**src/core/tirc_pkg.sv**
```systemverilog
// Purpose: shared constants and types of the transceiver irq/reset control
// Assumes: 50 MHz core clock, SPI frame of 8 header bits plus 16 data bits
// Notes:   addresses are 6-bit register numbers carried in the header
package tirc_pkg;

  localparam logic [5:0] ADDR_SOFT_RESET   = 6'h00;
  localparam logic [5:0] ADDR_IRQ_MASK     = 6'h05;
  localparam logic [5:0] ADDR_SEQ_CTRL     = 6'h06;
  localparam logic [5:0] ADDR_PIN_CTRL     = 6'h0c;
  localparam logic [5:0] ADDR_IRQ_STATUS   = 6'h24;
  localparam logic [5:0] ADDR_POWER_ORIGIN = 6'h25;

  // interrupt_status bit positions
  localparam int ST_DOZE    = 6;
  localparam int ST_RX      = 7;
  localparam int ST_TX      = 8;
  localparam int ST_CCA     = 9;
  localparam int ST_WAKE    = 10;
  localparam int ST_CMP_LSB = 11;
  localparam int ST_LOCK    = 15;

  // sequence control fields
  localparam int SEQ_DOZE    = 2;
  localparam int SEQ_HIB     = 3;
  localparam int SEQ_DEEP    = 4;
  localparam int SEQ_TEXIT   = 5;
  localparam int SEQ_DIS_LSB = 8;
  localparam logic [15:0] SEQ_STORE_MASK = 16'h0f30;

  // pin_output_control and power origin fields
  localparam int PIN_PUP     = 7;
  localparam int PIN_DRV_LSB = 8;
  localparam int ORIGIN_BIT  = 7;

  localparam logic [15:0] MASK_RST   = 16'h0400;
  localparam logic [15:0] PIN_RST    = 16'h0080;
  localparam logic [15:0] SEQ_RST    = 16'h0000;
  localparam logic [15:0] STATUS_RST = 16'h0000;

  localparam int CLK_HZ     = 50_000_000;
  localparam int PWRUP_MS   = 25;
  localparam int PWRUP_CYCLES = PWRUP_MS * (CLK_HZ / 1000);
  localparam int FRAME_BITS = 24;
  localparam int HDR_BITS   = 8;

  typedef enum logic [2:0] {
    M_OFF   = 3'b000,
    M_IDLE  = 3'b001,
    M_RX    = 3'b010,
    M_TX    = 3'b011,
    M_CCA   = 3'b100,
    M_DOZE  = 3'b101,
    M_HIBER = 3'b110
  } tirc_mode_e;

  typedef struct packed {
    logic sclk;
    logic mosi;
    logic ce_n;
  } tirc_spi_s;

  typedef struct packed {
    logic       lock_lost;
    logic       seq_done;
    logic [3:0] cmp_match;
  } tirc_evt_s;

  typedef struct packed {
    logic       out;
    logic       oe;
    logic       pullup_en;
    logic [1:0] drive;
  } tirc_irq_pin_s;

endpackage

```
**src/core/tirc_core.sv**
```systemverilog
// Purpose: irq status, request pin, lock-loss abort, wake and reset control
// Assumes: all pins synchronous to core_clk_i; SPI mode 0, MSB first
// Notes:   read header = bit 7 set, register number in bits 5:0
// Summary of operation
// [RULE_01] compare three/four flags set on match, cleared by status read or disable.
// [RULE_02] reading the status register clears every status bit.
// [RULE_03] request pin pulled low while any request is pending.
// [RULE_04] a status register read releases the request pin.
// [RULE_05] pull-up enable is bit 7 of pin control, set after reset.
// [RULE_06] two-bit request pin drive strength, reset value 00.
// [RULE_07] lock loss during a sequence aborts to idle and sets lock flag.
// [RULE_08] while lock flag is set, new sequences abort at once.
// [RULE_09] host reads status to clear lock flag before the next sequence.
// [RULE_10] lock-aborted receive or assessment sets no completion flag.
// [RULE_11] lock-aborted transmit still sets transmit-complete flag.
// [RULE_12] reaching idle after hardware reset sets wake flag; mask on by reset.
// [RULE_13] wake input ending a low-power mode sets wake flag.
// [RULE_14] host sets wake mask before entering hibernate or doze.
// [RULE_15] wake input always ends doze, even with timer exit enabled.
// [RULE_16] compare two match ends timer doze and sets doze flag; deep doze excluded.
// [RULE_17] held off during hardware reset; idle within 25 ms after release.
// [RULE_18] write to register 00 resets logic and registers and forces idle.
// [RULE_19] software reset held until chip select returns high.
// [RULE_20] reset indicator cleared by any reset, kept across low-power modes.
// [RULE_21] first read of register 25 after reset sets the indicator.
// [RULE_22] wake flag is status bit 10, its mask set out of reset.
// [RULE_23] no compare two flag while compare two is used for doze exit.
// [RULE_24] request pending is OR of each flag ANDed with its mask.
// [RULE_25] flags set regardless of mask.
`timescale 1ns/1ps
`default_nettype none
module tirc_core #(
  parameter int unsigned PWRUP_CYCLES = tirc_pkg::PWRUP_CYCLES
) (
  // clock, reset, enable
  input  wire logic                    core_clk_i,
  input  wire logic                    arst_n_i,
  input  wire logic                    en_i,
  // spi
  input  wire tirc_pkg::tirc_spi_s     spi_i,
  output logic                         miso_o,
  // radio events and wake pin
  input  wire tirc_pkg::tirc_evt_s     evt_i,
  input  wire logic                    attn_n_i,
  // request pin and mode
  output tirc_pkg::tirc_irq_pin_s      irq_o,
  output tirc_pkg::tirc_mode_e         mode_o
);
  import tirc_pkg::*;

  localparam int CW = (PWRUP_CYCLES > 1) ? $clog2(PWRUP_CYCLES) : 1;
  localparam logic [CW-1:0] PWR_LAST = CW'(PWRUP_CYCLES - 1);

  tirc_mode_e  mode_q, mode_d;
  logic [15:0] status_q, mask_q, pin_q, seq_q, set_v, clr_v, rd_val;
  logic [15:0] sh_q, out_q, wr_data;
  logic [7:0]  hdr_q, hdr_next;
  logic [4:0]  bit_cnt_q;
  logic [CW-1:0] pwr_cnt_q;
  logic        sclk_q, srst_q, rst_ind_q;
  logic        sclk_rise, sclk_fall, hdr_done, rd_hdr, wr_done;
  logic        status_rd, origin_rd, seq_wr, timer_doze;

  function automatic logic hit(input logic stb, input logic [5:0] a, input logic [5:0] b);
    return stb && (a == b);
  endfunction

  // spi framing: edges seen against the previous sample of sclk
  assign sclk_rise = spi_i.sclk && !sclk_q && !spi_i.ce_n;
  assign sclk_fall = !spi_i.sclk && sclk_q && !spi_i.ce_n;
  assign hdr_next  = {sh_q[6:0], spi_i.mosi};
  assign wr_data   = {sh_q[14:0], spi_i.mosi};
  assign hdr_done  = sclk_rise && (bit_cnt_q == 5'(HDR_BITS - 1));
  assign rd_hdr    = hdr_done && hdr_next[7];
  assign wr_done   = sclk_rise && (bit_cnt_q == 5'(FRAME_BITS - 1)) && !hdr_q[7];
  assign status_rd = hit(rd_hdr, hdr_next[5:0], ADDR_IRQ_STATUS);
  assign origin_rd = hit(rd_hdr, hdr_next[5:0], ADDR_POWER_ORIGIN);
  assign seq_wr    = hit(wr_done, hdr_q[5:0], ADDR_SEQ_CTRL);
  // compare two is reserved for doze exit only while this holds
  assign timer_doze = (mode_q == M_DOZE) && seq_q[SEQ_TEXIT] && !seq_q[SEQ_DEEP];

  always_ff @(posedge core_clk_i or negedge arst_n_i) begin
    if (!arst_n_i) begin
      sclk_q    <= 1'b0;
      bit_cnt_q <= 5'h00;
      sh_q      <= 16'h0000;
      hdr_q     <= 8'h00;
    end else if (en_i) begin
      sclk_q <= spi_i.sclk;
      if (spi_i.ce_n) begin
        bit_cnt_q <= 5'h00;
      end else if (sclk_rise) begin
        sh_q      <= wr_data;
        bit_cnt_q <= wr_done || bit_cnt_q == 5'(FRAME_BITS - 1) ? 5'h00 : bit_cnt_q + 5'h01;
        if (hdr_done) begin
          hdr_q <= hdr_next;
        end
      end
    end
  end

  always_comb begin
    rd_val = 16'h0000;
    case (hdr_next[5:0])
      ADDR_IRQ_MASK:     rd_val = mask_q;
      ADDR_SEQ_CTRL:     rd_val = seq_q;
      ADDR_PIN_CTRL:     rd_val = pin_q;
      ADDR_IRQ_STATUS:   rd_val = status_q;
      ADDR_POWER_ORIGIN: rd_val[ORIGIN_BIT] = rst_ind_q;
      default:           rd_val = 16'h0000;
    endcase
  end

  // read data is loaded after the header and shifted on falling edges, so the
  // first data bit is already stable for the host's next rising edge
  always_ff @(posedge core_clk_i or negedge arst_n_i) begin
    if (!arst_n_i) begin
      out_q <= 16'h0000;
    end else if (en_i) begin
      if (hdr_done) begin
        out_q <= rd_hdr ? rd_val : 16'h0000;
      end else if (sclk_fall && bit_cnt_q > 5'(HDR_BITS)) begin
        out_q <= {out_q[14:0], 1'b0};
      end
    end
  end
  assign miso_o = out_q[15];

  // software reset: starts at the end of the write, lasts until chip select rises
  // holding reset to the end of the frame keeps the remaining sclk edges from landing anywhere
  always_ff @(posedge core_clk_i or negedge arst_n_i) begin
    if (!arst_n_i) begin
      srst_q <= 1'b0;
    end else if (en_i) begin
      if (spi_i.ce_n) begin
        srst_q <= 1'b0; // [RULE_19]
      end else if (hit(wr_done, hdr_q[5:0], ADDR_SOFT_RESET)) begin
        srst_q <= 1'b1; // [RULE_18]
      end
    end
  end

  // transceiver mode and status events
  always_comb begin
    mode_d = mode_q;
    set_v  = 16'h0000;
    for (int i = 0; i < 4; i++) begin
      set_v[ST_CMP_LSB + i] = evt_i.cmp_match[i] && !seq_q[SEQ_DIS_LSB + i]; // [RULE_01] [RULE_25]
    end
    if (timer_doze) begin
      set_v[ST_CMP_LSB + 1] = 1'b0; // [RULE_23]
    end
    unique case (mode_q)
      M_OFF: begin
        if (pwr_cnt_q == PWR_LAST) begin
          mode_d         = M_IDLE; // [RULE_17]
          set_v[ST_WAKE] = 1'b1; // [RULE_12]
        end
      end
      M_IDLE: begin
        if (seq_wr) begin
          if (wr_data[1:0] != 2'b00) begin
            // a pending lock loss swallows the start: the sequence never runs
            if (!status_q[ST_LOCK]) begin // [RULE_08] [RULE_09]
              unique case (wr_data[1:0])
                2'b01:   mode_d = M_RX;
                2'b10:   mode_d = M_TX;
                default: mode_d = M_CCA;
              endcase
            end
          end else if (wr_data[SEQ_DOZE]) begin
            mode_d = M_DOZE;
          end else if (wr_data[SEQ_HIB]) begin
            mode_d = M_HIBER;
          end
        end
      end
      M_RX, M_TX, M_CCA: begin
        if (evt_i.lock_lost) begin
          mode_d         = M_IDLE; // [RULE_07]
          set_v[ST_LOCK] = 1'b1;
          set_v[ST_TX]   = (mode_q == M_TX); // [RULE_11] [RULE_10]
        end else if (evt_i.seq_done) begin
          mode_d          = M_IDLE;
          set_v[ST_RX]    = (mode_q == M_RX);
          set_v[ST_TX]    = (mode_q == M_TX);
          set_v[ST_CCA]   = (mode_q == M_CCA);
        end
      end
      M_DOZE: begin
        if (!attn_n_i) begin
          mode_d         = M_IDLE; // [RULE_15]
          set_v[ST_WAKE] = 1'b1; // [RULE_13]
        end else if (timer_doze && evt_i.cmp_match[1]) begin
          mode_d         = M_IDLE; // [RULE_16]
          set_v[ST_DOZE] = 1'b1;
        end
      end
      M_HIBER: begin
        if (!attn_n_i) begin
          mode_d         = M_IDLE;
          set_v[ST_WAKE] = 1'b1; // [RULE_13]
        end
      end
      default: mode_d = M_IDLE;
    endcase
  end

  // power-up wait counts enabled cycles only, so a held enable stretches it
  always_ff @(posedge core_clk_i or negedge arst_n_i) begin
    if (!arst_n_i) begin
      mode_q    <= M_OFF;
      pwr_cnt_q <= '0;
    end else if (en_i) begin
      mode_q    <= srst_q ? M_IDLE : mode_d; // [RULE_18]
      pwr_cnt_q <= (mode_q == M_OFF) ? pwr_cnt_q + CW'(1) : '0;
    end
  end

  // set wins over either clear
  always_comb begin
    clr_v = 16'h0000;
    clr_v[ST_CMP_LSB +: 4] = seq_q[SEQ_DIS_LSB +: 4]; // [RULE_01]
    if (status_rd) begin
      clr_v = 16'hffff; // [RULE_02]
    end
  end

  // a software reset also drops every pending request with the flags
  always_ff @(posedge core_clk_i or negedge arst_n_i) begin
    if (!arst_n_i) begin
      status_q <= STATUS_RST;
    end else if (en_i) begin
      status_q <= srst_q ? STATUS_RST : (status_q & ~clr_v) | set_v;
    end
  end

  // software-written registers
  always_ff @(posedge core_clk_i or negedge arst_n_i) begin
    if (!arst_n_i) begin
      mask_q <= MASK_RST; // [RULE_22]
      pin_q  <= PIN_RST; // [RULE_05] [RULE_06]
      seq_q  <= SEQ_RST;
    end else if (en_i) begin
      if (srst_q) begin
        mask_q <= MASK_RST;
        pin_q  <= PIN_RST;
        seq_q  <= SEQ_RST;
      end else begin
        if (hit(wr_done, hdr_q[5:0], ADDR_IRQ_MASK)) begin
          mask_q <= wr_data;
        end
        if (hit(wr_done, hdr_q[5:0], ADDR_PIN_CTRL)) begin
          pin_q <= wr_data;
        end
        if (seq_wr) begin
          seq_q <= wr_data & SEQ_STORE_MASK;
        end
      end
    end
  end

  // reset indicator: only a reset clears it, low-power modes leave it alone
  always_ff @(posedge core_clk_i or negedge arst_n_i) begin
    if (!arst_n_i) begin
      rst_ind_q <= 1'b0; // [RULE_20]
    end else if (en_i) begin
      if (srst_q) begin
        rst_ind_q <= 1'b0; // [RULE_20]
      end else if (origin_rd) begin
        rst_ind_q <= 1'b1; // [RULE_21]
      end
    end
  end

  // open drain: only ever drives low
  assign irq_o = '{out:       1'b0,
                   oe:        |(status_q & mask_q), // [RULE_03] [RULE_04] [RULE_24]
                   pullup_en: pin_q[PIN_PUP], // [RULE_05]
                   drive:     pin_q[PIN_DRV_LSB +: 2]}; // [RULE_06]
  assign mode_o          = mode_q;
endmodule
`default_nettype wire

```
**config.mk**
```make
export PLATFORM = sky130hd
export DESIGN_NAME = tirc_core
export DESIGN_NICKNAME = d
export VERILOG_FILES = /design/src/core/tirc_pkg.sv /design/src/core/tirc_core.sv
export SDC_FILE = /design/constraint.sdc
export NUM_CORES = 1
export LEC_CHECK = 0
export BUFFER_PORTS_ARGS = -buffer_cell sky130_fd_sc_hd__buf_2
export CELL_PAD_IN_SITES_DETAIL_PLACEMENT = 1
export CELL_PAD_IN_SITES_GLOBAL_PLACEMENT = 1
export CORE_MARGIN = 8
export CORE_UTILIZATION = 53
export DETAILED_ROUTE_END_ITERATION = 8
export PLACE_DENSITY_LB_ADDON = 0.1
export RECOVER_POWER = 25
export REMOVE_ABC_BUFFERS = 1
export SETUP_SLACK_MARGIN = 0.3
export SYNTH_ARGS = -nofsm -noshare
export SYNTH_HDL_FRONTEND = slang
export SYNTH_SLANG_ARGS = --single-unit
```
**constraint.sdc**
```tcl
create_clock -name core_clk_i -period 4.2 [get_ports core_clk_i]
set_input_delay 0.42 -clock core_clk_i [delete_from_list [all_inputs] [get_ports core_clk_i]]
set_output_delay 0.42 -clock core_clk_i [all_outputs]
set_load 0.1 [all_outputs]
```
* Word level (Yosys, flattened, before mapping)
Cells that the tools add are included.
Word-level totals: bits in registers 135, output and inout bits 9, word-level logic and storage cells 152, input port bits 13
Cells by class: order comparisons 1, add/subtract/negate cells 2, reductions and logical operators 55, mux-type cells 50, equality and inequality tests 26, bitwise gates (word level) 5
Operators by type and width (count):
- $mux 16 | 11
- $mux 3 | 14
- $and 16x16->16 | 2
- $pmux 8 s4 | 1
- $pmux 7 s4 | 1
- $eq 6x3->1 const B | 4
- $logic_and 1x1->1 | 22
- $add 21x1->21 const B | 1
- $eq 21x21->1 const B | 1
- $mux 21 | 1
- $not 16->16 | 1
- $or 16x16->16 | 1
- $reduce_bool 2->1 | 8
- $reduce_or 16->1 | 1
- $mux 1 | 15
- $mux 5 | 3
- $pmux 3 s5 | 1
- $reduce_and 2->1 | 7
- $eq 6x4->1 const B | 2
- $eq 6x6->1 const B | 2
- $eq 3x3->1 const B | 3
- $logic_not 1->1 | 9
- $ne 3x3->1 const B | 3
- $ne 4x4->1 const B | 2
- 22 further kinds | 23

* Logic depth before layout (Yosys ltp)
Gate-level depths: netlist of the first run.
depth after elaboration 11, mapped depth 9, gate-level depth less buffers 7

* Least setup slack after synthesis of the first run
No wires, ideal clock.
kind reg2reg, start point register mode_q[2], in the netlist mode_o[2], end point register mode_q[1], in the netlist mode_o[1], arrival time 2.231 ns, path buffers 1, path slack 1.886 ns, required time 4.117 ns, cell stages (with the launch flop) 7, cell sequence dfrtp_1 buf_2 nand2b_1 nor4_1 o311ai_1 or3_1 o21ai_0
Between the ends: cells in the longest elaborated chain, start to end 6, elaborated cells between the ends (all ways) 21, classes of those cells 13 x eq/ne; 2 x mux; 6 x reduce/logical
Ends and longest elaborated chain:
- start: declaration | line tirc_core.sv:54 | tirc_mode_e mode_q, mode_d;
- start signal: assignment | line tirc_core.sv:215 | mode_q <= srst_q ? M_IDLE : mode_d;
- $eq 3x3->1 | line tirc_core.sv:80, tirc_core.sv:153
- $logic_and 1x1->1 (2 in series) | line tirc_core.sv:80 | assign timer_doze = (mode_q == M_DOZE) && seq_q[SEQ_TEXIT] && !seq_q[SEQ_DEEP];
- $logic_and 1x1->1 | line tirc_core.sv:194 | end else if (timer_doze && evt_i.cmp_match[1]) begin
- $ne 4x3->1 (no source line)
- $reduce_and 8->1 (no source line)
Parallel ways exist; a longest one is shown, timed or not. A chain may end at the register's enable or synchronous reset.

* Final worst setup path of the first run
start point input port en_i, end point register out_q[6]
Between the ends: cells in the longest elaborated chain, start to end 1
Ends and longest elaborated chain:
- start: declaration | line tirc_core.sv:38 | input wire logic en_i,
- $reduce_and 2->1 (no source line)
- end signal: assignment | line tirc_core.sv:121 | out_q <= rd_hdr ? rd_val : 16'h0000;
- end signal: assignment | line tirc_core.sv:123 | out_q <= {out_q[14:0], 1'b0};
- end: declaration | line tirc_core.sv:56 | logic [15:0] sh_q, out_q, wr_data;
Every way passes these cells.

==> flow_metrics.tcl, run 1 <==
set metrics [dict create \
    hold_buffers 0 \
    violations "capacitance limit, slew limit" \
    r2r-end "status_q[7]" \
    post_cts_buffers 0 \
    hold_end "status_q[11]" \
    cp-end-kind "register" \
    fin_area_um2 6760 \
    syn_inst 567 \
    synth-seq-area-share 0.512 \
    cts.repair.resized 0 \
    grt_usage 0.252 \
    synth_top_area_frac 0.503 \
    path_cells "buf_2, clkinv_1, nor4b_1, a22o_1, nor2_1, nor2_1" \
    yosysTopAreaCell "dfrtp_1" \
    async_reset_ff_frac 1.00 \
    drive_gt1_frac 0.147 \
    relSlewSlack -0.319 \
    grt_max_degree 78 \
    overflow 0 \
    reg2reg_slack_ns 1.77 \
    rows 39 \
    tightest_slew_ns 1.98 \
    crit_fanout 25 \
    cts_max_level 4 \
    timing.final.crit_share 0.592 \
    place_area_um2 6170 \
    antenna_left 0 \
    fp.dieArea_um2 15100 \
    clk_pin_slew_ns 0.06 \
    first_pass_iters 5 \
    wl_per_cell_um 24.2 \
    vdd_drop_max_v 0.000378 \
    setup.worst_path.start_class "input pin" \
    synth_area_per_cell_um2 10.7 \
    synth_edf_count 0 \
    vias 4770 \
    clk_latency_ns 0.43 \
    antenna_cells 0 \
    setup-tns-final_ns 0 \
    final_nets 593 \
    grt_first_pass_wirelength_um 28400 \
    leakagePower_nw 3.01 \
    fillers 1218 \
    clkSinkCount 124 \
    gp_congestion 0.833 \
    fin_crit_ns 2.49 \
    die_width_um 123 \
    max_freq_ghz 0.402 \
    cp_slowest_cell "nor4b_1" \
    cts_tree "done" \
    yosys-top-cells-area "dfrtp_1 50%, a22o_1 8.5%, nor2_1 3.2%" \
    first_iter_violations 402 \
    setup_viol 0 \
    path_class "in -> reg" \
    hold_ws_ns 0.256 \
    slowest_delay_ns 0.67 \
    maxCapViolations 1 \
    portBuffers 20 \
    hp-start "evt_i[0]" \
    synth_area_um2 6070 \
    drc 0 \
    reg2reg_depth 6 \
    status "finished with violations" \
    io_pins 22 \
    worstReg2RegStart "bit_cnt_q[1]" \
    hold_path_class "in -> reg" \
    clk_path_buf_depth 2 \
    hold_depth 3 \
    cts_made_buffers 17 \
    core_area_um2 11300 \
    synth.ff_latch_count 124 \
    root_buffer "clkbuf_16" \
    vias_per_cell 6.54 \
    antenna_found_initial 0 \
    synth.distinct_cells 63 \
    dp_hpwl_um 11900 \
    fin_worst_skew_ns 0.00829 \
    rsz0062_at_grt "no" \
    finalWirelength_um 17600 \
    die_h_um 123 \
    power.density_nw_per_um2 477 \
    synth_ff_type "dfrtp_1" \
    yosysWarnings 0 \
    crit_top_cell "nor2_1" \
    cp.arrival_ns 2.83 \
    cp_data_required_time_ns 4.54 \
    hold_violations 0 \
    slew_violations 78 \
    start_util 0.538 \
    syn_to_final_growth_pct 11.4 \
    grt_pass1_vias 5083 \
]
-- registers in the layout, summed over array words and instances (netlist names) --
register	count
rst_ind_q	1
seq_q	6
mode_o	3
sh_q	15
bit_cnt_q	5
mask_q	16
status_q	16
out_q	16
hdr_q	7
pin_q	16
pwr_cnt_q	21
srst_q	1
sclk_q	1
-- how the worst max path moves through the flow --
stage / to / from / cells past startpoint
floorplan: mode_o[1] / mode_o[2] / 5
global placement: out_q[6] / en_i / 6
detailed placement: out_q[7] / en_i / 6
CTS: out_q[6] / en_i / 6
global route: out_q[6] / en_i / 6
finish: out_q[6] / en_i / 6
-- cell usage after synthesis (3+ instances only) --
master and instances:
and4_1 4, nor2b_1 5, a22o_1 59, a21o_1 3, nor2_1 51, nand2b_1 5, o2bb2ai_1 12, buf_2 13
ha_1 7, nor4b_1 6, xor2_1 10, nand4_1 9, mux2_2 14, nor3_1 10, nor4_1 4, clkbuf_1 12
and3_1 5, mux2i_1 4, inv_1 13, nand3b_1 4, buf_6 4, or3_1 3, xnor2_1 8, nand3_1 9
and2_1 8, buf_4 8, o21ai_0 29, a32o_1 3, dfrtp_1 122, a21oi_1 21, a22oi_1 10, a221oi_1 11
o21ai_1 3, nand2_1 39
-- cell families (layout without fill, tap and decap cells) --
family | after synthesis | count (layout) | share of synthesized area
and+or+nand+nor | 180 | 180 | 0.162
AOI/OAI and AO/OA | 165 | 165 | 0.203
DFF | 124 | 124 | 0.512
buffers and inverters | 52 | 71 | 0.0450
muxes | 20 | 20 | 0.0375
xor gates and xnor gates | 18 | 18 | 0.0260
adders and majority gates | 7 | 7 | 0.0144
other | 1 | 1 | 0.000618
-- worst max-delay path: cells and delay by family --
family | cells | cell delay, ns
AO/OA/AOI/OAI | 1 | 0.62
AND/OR/NAND/NOR | 3 | 0.94
buffers and inverters | 2 | 0.85
-- cell usage in the layout, fill, tap and decap left out, drive strengths merged, types with 7 or more instances in the layout --
master / Yosys / final
nand3: 9 / 9
o2bb2ai: 12 / 12
nand4: 9 / 9
dfrtp: 122 / 122
clkinv: 1 / 7
a22o: 59 / 59
a22oi: 11 / 11
clkbuf: 13 / 21
a221oi: 11 / 11
xnor2: 8 / 8
o21ai: 32 / 32
xor2: 10 / 10
nand2: 40 / 40
nor3: 12 / 12
mux2: 16 / 16
buf: 25 / 24
ha: 7 / 7
inv: 13 / 13
nor2: 53 / 53
and2: 9 / 9
a21oi: 21 / 21
nor4b: 7 / 7
-- power by group --
| group | internal [mW] | switching, mW | leakage (nW) | total (mW) |
|---|---|---|---|---|
| clock | 0.941 | 0.532 | 0.286 | 1.47 |
| combinational | 0.117 | 0.169 | 1.06 | 0.286 |
| sequential | 1.29 | 0.175 | 1.67 | 1.47 |
| total | 2.35 | 0.877 | 3.01 | 3.23 |
-- layout make-up --
class / instances / area, um2 / area share
Sequential cell: 124 / 3110 / 0.460
Multi-Input combinational cell: 391 / 2690 / 0.398
Clock buffer: 20 / 447 / 0.0661
Tap cell: 143 / 179 / 0.0265
Clock inverter: 12 / 146 / 0.0217
Timing Repair Buffer: 25 / 138 / 0.0204
Inverter: 14 / 52.6 / 0.00778
-- metrics by stage --
| stage | utilization | total power, mW | setup slack, ns | cells |
|---|---|---|---|---|
| 2_1_floorplan | - | 1.60 | 1.95 | 529 |
| 3_3_place_gp | 0.547 | 1.73 | 1.30 | 697 |
| 3_5_place_dp | 0.547 | 1.76 | 1.34 | 697 |
| 4_1_cts | 0.600 | 3.24 | 1.73 | 729 |
| 5_1_grt | 0.599 | 3.34 | 1.56 | 729 |
| 6_report | 0.599 | 3.23 | 1.71 | 729 |
-- layer usage --
layer  part of all wire  up-vias  wire length, um  track usage
met5                  0        -                0            0
met4              0.033        0              579        0.126
met3              0.049       38              859       0.0530
met2               0.48      144             8410        0.402
met1               0.44     2486             7770        0.320
li1                   -     2102                -            -
Note: power is estimated with default switching activity, not from simulation.
==> inputs of run 2 (changes only) <==
Settings changed: CORE_UTILIZATION 53 to 45.
Clock period 4.2 ns to 2.25 ns, I/O delays scaled along.
==> flow_metrics.tcl, run 2 (synthesis results as in run 1) <==
set metrics [dict create \
    status "finished clean" \
    first_pass_iters 4 \
    slew_violations 0 \
    hold_violations 0 \
    final_core_util 0.554 \
    cp_data_required_time_ns 2.03 \
    critPathBufInv 1 \
    cp_top_family "compound AO/OA/AOI/OAI gates" \
    clk_path_buf_depth 2 \
    max_freq_ghz 0.506 \
    cp-end-kind "output pin" \
    clk_pin_slew_ns 0.06 \
    portBuffers 20 \
    die_h_um 132 \
    clkSinkCount 124 \
    switching_share 0.262 \
    rsz0062_at_grt "yes" \
    dp_hpwl_um 12500 \
    antenna_left 0 \
    layout_common_cells "118 x dfrtp_1, 58 x a22o_1, 48 x nor2_1, 37 x nand2_1, 36 x buf_4" \
    vias 4928 \
    multi_input_area_um2 2830 \
    largest_register_ffs 21 \
    grt_usage 0.221 \
    place_area_um2 6430 \
    clk_latency_ns 0.42 \
    fin_ws_ns 0.274 \
    path_cells "a22o_1, a221oi_2, nand4_1, buf_8" \
    power_frac_comb 0.118 \
    tightest_slew_ns 1.08 \
    wl_per_cell_um 23.4 \
    fp.dieArea_um2 17500 \
    slowest_delay_ns 0.39 \
    setup.worst_path.start_class "register" \
    drive_gt1_frac 0.244 \
    cts_tree "done" \
    placed_cells 755 \
    core_area_um2 13200 \
    timing.final.crit_share 0.878 \
    grt_first_pass_wirelength_um 30400 \
    hold_path_class "in -> reg" \
    fin_area_um2 7310 \
    start_util 0.460 \
    io_pins 22 \
    cp.arrival_ns 1.75 \
    regArea_um2 3110 \
    switching_power_mw 1.66 \
    setup_viol 0 \
    cp_slowest_cell "dfrtp_1" \
    syn_to_final_growth_pct 20.5 \
    pre_cts_slack_ns 0.0850 \
    drc 0 \
    cts_made_buffers 17 \
    overflow 0 \
    relSlewSlack 0.278 \
    cts_max_level 4 \
    antenna_found_initial 0 \
    sequentialPowerShare 0.416 \
    vdd_drop_max_v 0.000606 \
    power.density_nw_per_um2 866 \
    final_nets 631 \
    setup-tns-final_ns 0 \
    die_width_um 132 \
    gp_congestion 0.813 \
    vias_per_cell 6.16 \
    top_register "pwr_cnt_q" \
    fin_worst_skew_ns 0.00604 \
    maxCapViolations 0 \
    leakagePower_nw 3.27 \
    fin_cells 800 \
    fin_crit_ns 1.98 \
    path_class "reg -> out" \
    rows 42 \
    grt_max_degree 45 \
    finalWirelength_um 18700 \
    grt_pass1_vias 5343 \
    p_clk_frac 0.466 \
    antenna_cells 0 \
    intPower_mw 4.68 \
    root_buffer "clkbuf_16" \
    first_iter_violations 325 \
    crit_fanout 2 \
    layout_commonest_cell "dfrtp_1" \
    fillers 1402 \
]
run 2: cell types whose count changed in the layout (fill, tap and decap cells not counted), moves of 4 or more:
cell,before,now
dfrtp_1,122,118
o21ai_0,29,25
a221oi_2,0,5
dfrtp_2,0,4
a221oi_1,11,6
buf_4,5,36
o21ai_1,3,7
run 2: final cells by class:
cell class                      count  share of cell area
Sequential cell                   124               0.425
Multi-Input combinational cell    392               0.388
Clock buffer                       25              0.0678
Timing Repair Buffer               62              0.0636
Tap cell                          176              0.0301
Clock inverter                      7              0.0185
Inverter                           14             0.00719
run 2: path summary, 6_finish.rpt:
| check | start | endpoint | slack [ns] | cells after the start |
|---|---|---|---|---|
| setup / recovery | status_q[10] | irq_o[3] | 0.27 | 4 |
| hold / removal | evt_i[0] | status_q[11] | 0.07 | 3 |
| setup reg to reg | bit_cnt_q[4] | mask_q[12] | 0.34 | 6 |
| hold reg to reg | mask_q[10] | mask_q[10] | 0.50 | 2 |
| max in group asynchronous | arst_n_i | mode_o[0] | 0.48 | 3 |
| min in group asynchronous | arst_n_i | mask_q[6] | 0.54 | 2 |
run 2: metal layers:
| metal | wire [um] | track usage | up-vias |
|---|---|---|---|
| li1 | - | - | 2179 |
| met1 | 8460 | 0.278 | 2603 |
| met2 | 9060 | 0.357 | 102 |
| met3 | 583 | 0.0415 | 44 |
| met4 | 637 | 0.112 | 0 |
| met5 | 0 | 0 | - |
run 2: worst reg2reg max path, delay by kind of cell, from the launching register on:
kind	cells	cell delay (ns)
AO/OA/AOI/OAI	2	0.36
buffers and inverters	1	0.21
flip-flops	1	0.46
AND/OR/NAND/NOR	3	0.77
run 2: power groups by stage:
stage,Sequential [mW],Clock [mW],Combinational [mW]
3_5_place_dp,2.66,0,0.695
3_3_place_gp,2.65,0,0.664
5_1_grt,2.66,3.07,0.816
6_report,2.64,2.95,0.747
4_1_cts,2.64,2.99,0.721
2_1_floorplan,2.63,0,0.355
run 2: through the flow:
stage | power, mW | hold slack (ns)
after floorplan | 2.98 | -0.0706
after CTS | 6.35 | 0.0556
final | 6.34 | 0.0688
after global routing | 6.55 | 0.0647
after global placement | 3.32 | 0.258
after detailed placement | 3.36 | 0.265
run 2: what timing repair did:
| action | 4_1_cts | 5_1_grt |
|---|---|---|
| setup endpoints to repair | 87 | 67 |
| setup buffers | 5 | 6 |
| gates cloned | 1 | 0 |
| pin swaps | 3 | 5 |
| gates resized for setup | 21 | 24 |
| endpoints found under the hold margin | 41 | 0 |
| hold buffers | 1 | 0 |
==> inputs of run 3 (changes only) <==
Settings changed: BUFFER_PORTS_ARGS -buffer_cell sky130_fd_sc_hd__buf_2 to default, CORE_UTILIZATION 45 to 46, DONT_BUFFER_PORTS from default to 1.
==> flow_metrics.tcl, run 3 (synthesis results as in run 1) <==
set metrics [dict create \
    core_area_um2 13100 \
    setup_viol 0 \
    status "finished with violations" \
    cts_made_buffers 17 \
    first_pass_iters 5 \
    r2r-end "hdr_q[5]" \
    maxCapViolations 0 \
    vdd_drop_max_v 0.000558 \
    leakagePower_nw 3.24 \
    met3_length_um 992 \
    placed_cells 740 \
    path_cells "a22o_1, a221oi_2, nand4_1, buf_8" \
    power.density_nw_per_um2 823 \
    antenna_cells 0 \
    cp_slowest_cell "dfrtp_1" \
    grt_max_degree 125 \
    drive_gt1_frac 0.233 \
    gp_congestion 0.852 \
    max_freq_ghz 0.514 \
    fin_cells 799 \
    rsz0062_at_grt "yes" \
    syn_to_final_growth_pct 20.8 \
    vias_per_cell 6.05 \
    clkSinkCount 124 \
    drt-met1-wl_um 8020 \
    violations "hold timing" \
    grt_usage 0.230 \
    worstReg2RegStart "bit_cnt_q[1]" \
    largest_register_ffs 21 \
    cp_data_required_time_ns 2.03 \
    final_core_util 0.560 \
    path_class "reg -> out" \
    tightest_slew_ns 0.700 \
    clk_path_buf_depth 2 \
    finalWirelength_um 18200 \
    fin_crit_ns 1.95 \
    reg2reg_slack_ns 0.32 \
    timing.final.crit_share 0.865 \
    hold_buffers 9 \
    vias 4831 \
    portBuffers 0 \
    setup-tns-final_ns 0 \
    crit_fanout 3 \
    final_nets 631 \
    dr.max_layer_used "met4" \
    wl_met2_um 8810 \
    cts_max_level 4 \
    layout_commonest_cell "dfrtp_1" \
    slew_violations 0 \
    overflow 0 \
    start_util 0.464 \
    io_pins 22 \
    antenna_left 0 \
    relSlewSlack 0.533 \
    hold_violations 124 \
    worst-path-stages 4 \
    die_width_um 131 \
    cts_tree "done" \
    top_register "pwr_cnt_q" \
    fin_worst_skew_ns 0.00840 \
    reg2reg_depth 5 \
    wl_per_cell_um 22.8 \
    clk_latency_ns 0.43 \
    grt_first_pass_wirelength_um 29300 \
    root_buffer "clkbuf_16" \
    hold_ws_ns -0.494 \
    dp_hpwl_um 12000 \
    clk_pin_slew_ns 0.05 \
    first_iter_violations 304 \
    antenna_found_initial 0 \
    cp-end-kind "output pin" \
    drc 0 \
    die_h_um 131 \
    critPathBufInv 1 \
    layout_common_cells "118 x dfrtp_1, 58 x a22o_1, 49 x nor2_1, 48 x buf_4, 37 x nand2_1" \
    slowest_delay_ns 0.40 \
    cp.arrival_ns 1.72 \
    cp_top_family "compound AO/OA/AOI/OAI gates" \
    grt_pass1_vias 5156 \
    setup.worst_path.start_class "register" \
    rows 42 \
    fp.dieArea_um2 17100 \
    hold_path_class "in -> async" \
]
-- run 3: repair_timing --
action,in CTS,in global routing
endpoints found under the hold margin,139,124
gates resized for setup,17,33
pin swaps,4,7
setup buffers,11,8
cloned,0,0
setup endpoints to repair,58,76
-- run 3: area by class of cell --
| class | count | area, um2 |
|---|---|---|
| Clock buffer | 24 | 492 |
| Clock inverter | 7 | 87.6 |
| Tap cell | 176 | 220 |
| Timing Repair Buffer | 63 | 531 |
| Sequential cell | 124 | 3110 |
| Multi-Input combinational cell | 391 | 2840 |
| Inverter | 14 | 52.6 |
| Fill cell | 1380 | 5750 |
-- run 3: per-layer routing --
metal | GRT usage | vias to the layer above
li1 | - | 2180
met1 | 0.300 | 2511
met2 | 0.362 | 113
met3 | 0.0601 | 27
met4 | 0.0844 | 0
met5 | 0 | -
-- run 3: power by group --
part | leakage [nW] | switching [mW] | internal [mW] | total [mW]
logic | 1.29 | 0.383 | 0.313 | 0.696
clock network | 0.286 | 0.971 | 1.73 | 2.70
registers | 1.66 | 0.223 | 2.41 | 2.63
total | 3.24 | 1.58 | 4.46 | 6.03
-- run 3: through the flow --
| stage | setup slack (ns) | instance area (um2) | total power, mW |
|---|---|---|---|
| after floorplan | 0.00333 | 5850 | 2.98 |
| after global placement | 0.274 | 6330 | 3.22 |
| after detailed placement | 0.153 | 6330 | 3.25 |
| after CTS | 0.300 | 7160 | 6.01 |
| after global routing | 0.217 | 7330 | 6.26 |
| final | 0.304 | 7330 | 6.03 |
-- run 3: worst max path at each step --
| stage | startpoint | endpoint | slack, ns |
|---|---|---|---|
| final | mask_q[4] | irq_o[3] | 0.30 |
| after detailed placement | bit_cnt_q[1] | pin_q[13] | 0.15 |
| after global placement | bit_cnt_q[1] | pin_q[9] | 0.27 |
| after global routing | mask_q[4] | irq_o[3] | 0.22 |
| after floorplan | mode_o[2] | mode_o[1] | 0.003 |
| after CTS | mask_q[10] | irq_o[3] | 0.30 |
